===== src/hdl/cell_limit_pkg.sv =====
// Constants for the cell voltage limit supervision register bank
// Summary of operation
// - Config bit 15 picks shared high limit, bit 14 shared low limit.
// - Flag register holds terminal 14 at bit 13 to terminal 1 at bit 0; top bits zero.
// - Flags update after every cyclic and every on-demand conversion.
// - A flag reads 1 when overvoltage was detected on that terminal.
// - In normal mode host clears a flag by writing 0 once condition is gone.
// - Reset clears the flags; a zero write clears them in normal mode only.
// - Only enabled terminals are compared; disabled terminals raise no fault.
package cell_limit_pkg;
  localparam int NUM_CELLS = 14;
  localparam int REG_WIDTH = 16;
  localparam int ADDR_WIDTH = 7;
  localparam logic [6:0] CONFIG_ADDR = 7'h08;
  localparam logic [6:0] FLAGS_ADDR = 7'h09;
  localparam int HIGH_SEL_BIT = 15;
  localparam int LOW_SEL_BIT = 14;
  localparam logic [15:0] CONFIG_RESET = 16'h3FFF;
  localparam logic [15:0] FLAGS_RESET = 16'h0000;
endpackage


===== src/hdl/cell_overvoltage_monitor_regs.sv =====
// Limit configuration and overvoltage flag registers of the cell monitor
`timescale 1ns/1ps
`default_nettype none
module cell_overvoltage_monitor_regs (
  input wire logic I_CLK,
  input wire logic I_SYS_RST,
  input wire logic I_WR_EN,
  input wire logic I_RD_EN,
  input wire logic [cell_limit_pkg::ADDR_WIDTH-1:0] I_ADDR,
  input wire logic [cell_limit_pkg::REG_WIDTH-1:0] I_WDATA,
  input wire logic I_NORMAL_MODE,
  input wire logic I_CONV_DONE,
  input wire logic [cell_limit_pkg::NUM_CELLS-1:0] I_CELL_OVER,
  output logic [cell_limit_pkg::REG_WIDTH-1:0] O_RDATA,
  output logic O_RVALID,
  output logic O_SHARED_HIGH_LIMIT_SELECT,
  output logic O_SHARED_LOW_LIMIT_SELECT,
  output logic [cell_limit_pkg::NUM_CELLS-1:0] O_CELL_LIMIT_CHECK_ENABLE,
  output logic [cell_limit_pkg::NUM_CELLS-1:0] O_CELL_HIGH_VOLTAGE_FLAG
);
  import cell_limit_pkg::*;

  // ----------------------------------------
  // Register state
  // ----------------------------------------
  logic [REG_WIDTH-1:0] config_q, config_d;
  logic [NUM_CELLS-1:0] flags_q, flags_d;
  logic [REG_WIDTH-1:0] rdata_q, rdata_d;
  logic rvalid_q, rvalid_d;
  logic [NUM_CELLS-1:0] detect;

  // ----------------------------------------
  // Address decode
  // ----------------------------------------
  // Shared by the write and read paths so both decode one way
  function automatic logic addr_is(input logic [ADDR_WIDTH-1:0] a, input logic [ADDR_WIDTH-1:0] t);
    return (a == t);
  endfunction

  // Detection only on enabled terminals, sampled on conversion end
  assign detect = I_CONV_DONE ? (I_CELL_OVER & config_q[NUM_CELLS-1:0]) : '0;

  // Next state: config write, flag zero-write clear with set winning
  always_comb begin
    config_d = config_q;
    flags_d = flags_q;
    if (I_WR_EN && addr_is(I_ADDR, CONFIG_ADDR)) begin
      config_d = I_WDATA;
    end
    // Outside normal mode the host cannot wipe a pending fault
    if (I_WR_EN && addr_is(I_ADDR, FLAGS_ADDR) && I_NORMAL_MODE) begin
      flags_d = flags_q & I_WDATA[NUM_CELLS-1:0];
    end
    flags_d = flags_d | detect;
  end

  // Read port, top two flag bits read as zero
  always_comb begin
    rdata_d = rdata_q;
    rvalid_d = I_RD_EN;
    if (I_RD_EN) begin
      if (addr_is(I_ADDR, CONFIG_ADDR)) begin
        rdata_d = config_q;
      end else if (addr_is(I_ADDR, FLAGS_ADDR)) begin
        rdata_d = {2'h0, flags_q};
      end else begin
        rdata_d = 16'h0000;
      end
    end
  end

  always_ff @(posedge I_CLK or posedge I_SYS_RST) begin
    if (I_SYS_RST) begin
      config_q <= CONFIG_RESET;
      flags_q <= FLAGS_RESET[NUM_CELLS-1:0];
      rdata_q <= 16'h0000;
      rvalid_q <= 1'b0;
      O_SHARED_HIGH_LIMIT_SELECT <= 1'b0;
      O_SHARED_LOW_LIMIT_SELECT <= 1'b0;
      O_CELL_LIMIT_CHECK_ENABLE <= CONFIG_RESET[NUM_CELLS-1:0];
      O_CELL_HIGH_VOLTAGE_FLAG <= '0;
    end else begin
      config_q <= config_d;
      flags_q <= flags_d;
      rdata_q <= rdata_d;
      rvalid_q <= rvalid_d;
      O_SHARED_HIGH_LIMIT_SELECT <= config_d[HIGH_SEL_BIT];
      O_SHARED_LOW_LIMIT_SELECT <= config_d[LOW_SEL_BIT];
      O_CELL_LIMIT_CHECK_ENABLE <= config_d[NUM_CELLS-1:0];
      O_CELL_HIGH_VOLTAGE_FLAG <= flags_d;
    end
  end

  assign O_RDATA = rdata_q;
  assign O_RVALID = rvalid_q;
endmodule // cell_overvoltage_monitor_regs
`default_nettype wire


===== config.mk =====
export PLATFORM = sky130hd
export DESIGN_NAME = cell_overvoltage_monitor_regs
export DESIGN_NICKNAME = d
export VERILOG_FILES = /design/src/hdl/cell_limit_pkg.sv /design/src/hdl/cell_overvoltage_monitor_regs.sv
export SDC_FILE = /design/constraint.sdc
export NUM_CORES = 1
export LEC_CHECK = 0
export ABC_AREA = 1
export BUFFER_PORTS_ARGS = -buffer_cell sky130_fd_sc_hd__buf_2
export CAP_MARGIN = 0
export CORE_MARGIN = 2
export CORE_UTILIZATION = 54
export CTS_BUF_LIST = sky130_fd_sc_hd__clkbuf_8
export DETAILED_ROUTE_END_ITERATION = 10
export PLACE_DENSITY = 0.92
export SYNTH_ARGS = -nofsm -noshare
export SYNTH_HDL_FRONTEND = slang
export SYNTH_SLANG_ARGS = --single-unit

===== constraint.sdc =====
create_clock -name I_CLK -period 3.7 [get_ports I_CLK]
set_input_delay 0.74 -clock I_CLK [delete_from_list [all_inputs] [get_ports I_CLK]]
set_output_delay 0.74 -clock I_CLK [all_outputs]
set_load 0.05 [all_outputs]

* Word level (Yosys, flattened, before mapping)
Cells that the tools add are included.
** Storage, ports and cells
- Register bits after elaboration :: 63
- Input bits :: 43
- Output and inout bits :: 47
- Logic and storage cells :: 20
** Cells by class
- Equal/unequal tests :: 2
- Multiplexer cells :: 5
- Bitwise logic cells :: 3
- Reduce and logical (&&, ||, !) cells :: 3
** Operators by type and width (number)
- $mux 14 :: 3
- $mux 16 :: 2
- $and 14x14->14 :: 2
- $eq 7x4->1 const B :: 2
- $or 14x14->14 :: 1
- $logic_and 1x1->1 :: 3

* Longest topological paths before layout
- Depth in word-level cells :: 5
- Mapped depth :: 9
- Mapped depth without buffers :: 8

* Least setup slack after synthesis
OpenSTA, ideal clock, no wires.
- Kind :: in2reg
- From :: input port I_ADDR[5] in the netlist's numbering
- To :: register O_SHARED_HIGH_LIMIT_SELECT
- Library setup time :: 0.119 ns
- Data arrival time :: 1.433 ns
- Required time :: 3.581 ns
- Slack :: 2.147 ns
- Cell stages on the path :: 7
- Buffers on the path :: 1
- Cell sequence :: nor2_4 nand2_4 nor2_8 nand2_4 buf_6 nand2_1 nand2_1
** Between the ends
- Cells in the longest elaborated chain, start to end :: 3
** Ends and longest elaborated chain
- start, declared :: line cell_overvoltage_monitor_regs.sv:9 : input wire logic [cell_limit_pkg::ADDR_WIDTH-1:0] I_ADDR,
- $eq 7x4->1 :: line cell_overvoltage_monitor_regs.sv:37 : return (a == t);
- $logic_and 1x1->1 :: line cell_overvoltage_monitor_regs.sv:47 : if (I_WR_EN && addr_is(I_ADDR, CONFIG_ADDR)) begin
- $mux 16 :: line cell_overvoltage_monitor_regs.sv:47
- end signal, assigned :: line cell_overvoltage_monitor_regs.sv:87 : O_SHARED_HIGH_LIMIT_SELECT <= config_d[HIGH_SEL_BIT];
- end, declared :: line cell_overvoltage_monitor_regs.sv:16 : output logic O_SHARED_HIGH_LIMIT_SELECT,
Every way passes these cells.
A chain may end at the register's enable or synchronous reset.

==> results.yml <==
floorplan:
  ios: 90
  num_rows: 24
  die_width_um: 70.2
  dieArea_um2: 4930
  coreArea_um2: 4290
  start_util_pct: 55.1
  dieHeight_um: 70.2
sta:
  setup_tns_ns: 0
  finClkSkew_ns: 0.00691
  setup_violations: 0
  grt_setup_unrepaired: "no"
  fin_crit_ns: 1.89
  fmax_ghz: 0.530
  worst_slew_pin_slew_ns: 0.946
  finalHoldViolations: 0
  slew_viol_final: 0
  min_period_over_period_pct: 51.0
  relSlewSlack_pct: 36.9
run_status:
  status: "complete, no violations"
clocking:
  clock_latency_ns: 0.30
  clock_sinks: 47
  clockBufferDepth: 2
  cts_buffers: 5
  cts_setup_buffers: 0
  tritoncts: "built"
  cts-root-buf: "clkbuf_8"
  cts_resized: 0
  cts_max_level: 2
  clk_pin_slew_ns: 0.09
  postCtsHoldBufs: 0
detailed_routing:
  post_drt_wl_per_cell_um: 12.5
  drcViolationCount: 0
  drt-initial-drc-count: 180
  ant_nets: 0
  first_pass_iters: 4
  via_per_inst: 4.90
  num_vias: 2099
  routed_wirelength_um: 5350
hold_path:
  worstHoldPathType: "register to register"
  hp-start: "O_RDATA[4]$_DFFE_PP0P_"
synthesis:
  synth_ff_type: "dfrtp_1"
  yosysMostFrequentCell: "nand2_1"
  yosys_warnings: 0
  synthTopCellsByArea: "dfrtp_1, nand2_1, dfstp_2"
  postSynthAreaPerCell_um2: 8.16
  synthesis.nets: 333
  yosysUniqueCellTypes: 18
  synthArstFlopShare_pct: 100
  ys_seq_elements: 47
  synth_edf_count: 0
  netlist_instances: 290
  synth_top_area_cell: "dfrtp_1"
  yosys-top-cells-count: "nand2_1, dfrtp_1, nand3_1"
  synth_top_area_share_pct: 34.9
  ys_seq_area_share_pct: 50.4
  syn_area_um2: 2370
global_route:
  grt_max_degree: 48
  groute.usage.overall_pct: 22.9
  antenna_found_initial: 0
  grt_pass1_wl_um: 9000
  overflow: 0
  grt_pass1_vias: 1962
critical_path:
  startpoint_type: "register"
  critical_path.top_delay_family: "flip-flops"
  arrival_ns: 1.15
  rr_startpoint: "config_q[6]$_DFFE_PP1P_"
  cp.required_ns: 2.96
  cp.buffers_inverters: 1
  end_kind: "primary output"
  crit_chain: "buf_2"
  critPathKind: "register to primary output"
  cp_slowest_stage_delay_ns: 0.57
  worstPathMaxFanout: 4
  crit_slowest_cell: "dfstp_2"
  crit_start: "config_q[0]$_DFFE_PP1P_"
power_and_ir_drop:
  power.density_nw_per_um2: 515
  leakage_nw: 1.72
  vdd_drop_max_v: 0.000338
placed_design:
  hpwl_um: 3800
  gp_congestion: 0.855
  numPortBuffers: 89
cells_and_area:
  drive_above_1_share_pct: 37.0
  diodes: 0
  nets: 418
  postLayoutCoreUtil_pct: 66.3
  area_delta_synth_final_pct: 20.3
run:
  max_cap_viol_count: 0
area by class of cell:
cell class | count | area, um^2
Multi-Input combinational cell | 202 | 941
Fill cell | 371 | 1450
Tap cell | 52 | 65.1
Clock inverter | 3 | 20.0
Clock buffer | 5 | 68.8
Inverter | 30 | 113
Timing Repair Buffer | 89 | 445
Sequential cell | 47 | 1190
worst reg2reg max path, delay by kind of cell, from the launching register on:
kind             cells  cell delay (ns)
AND/OR/NAND/NOR      4             0.29
flip-flops           1             0.57
placed cells by master, fill, tap and decap left out, drive strengths merged:
cell,count
dfrtp,33
clkinvlp,2
nand2,141
nand3,32
o21ai,14
dfstp,14
nor2,15
buf,89
clkbuf,5
clkinv,1
inv,30
flip-flops by register name (all words and copies together), names as in the netlist:
name and flops:
O_RDATA 16, config_q 15, flags_q 14, O_RVALID 1, O_SHARED_HIGH_LIMIT_SELECT 1
layer usage:
layer	up-vias	part of all wire (%)	GRT usage, %
met1	955	42	31.1
met2	83	49	38.0
met4	0	1.0	7.48
met3	7	7.6	3.32
li1	1054	-	-
met5	-	0	0
kinds of logic after synthesis:
logic type,synth area share [%]
compound gates,5.18
buf+inv,9.78
flops,50.4
simple gates,34.6
power by group:
group          internal (W)  total (W)  switching, W
combinational      0.000114   0.000497      0.000384
clock              0.000132   0.000308      0.000177
sequential         0.000596   0.000661     0.0000653
total              0.000841    0.00147      0.000626
worst paths after layout:
path                                                endpoint  slack, ns  cells after the start
worst max-delay path            O_CELL_LIMIT_CHECK_ENABLE[0]       1.81                      1
worst min-delay path                  O_RDATA[4]$_DFFE_PP0P_       0.48                      2
worst max register to register        O_RDATA[6]$_DFFE_PP0P_       2.77                      4
worst min register to register        O_RDATA[4]$_DFFE_PP0P_       0.48                      2
max in group asynchronous            O_RDATA[15]$_DFFE_PP0P_       2.47                      2
min in group asynchronous             O_RDATA[4]$_DFFE_PP0P_       0.65                      2
through the flow:
step / std cells / area [um^2] / total power (W) / hold slack, ns / worst slack, ns
2_1_floorplan: 290 / 2370 / 0.00103 / 0.604 / 1.87
3_3_place_gp: 420 / 2760 / 0.00115 / 0.460 / 1.82
5_1_grt: 428 / 2850 / 0.00153 / 0.502 / 1.79
6_report: 428 / 2850 / 0.00147 / 0.479 / 1.81
4_1_cts: 428 / 2850 / 0.00147 / 0.484 / 1.81
3_5_place_dp: 420 / 2760 / 0.00116 / 0.463 / 1.75
Note: power is estimated with default switching activity, not from simulation.
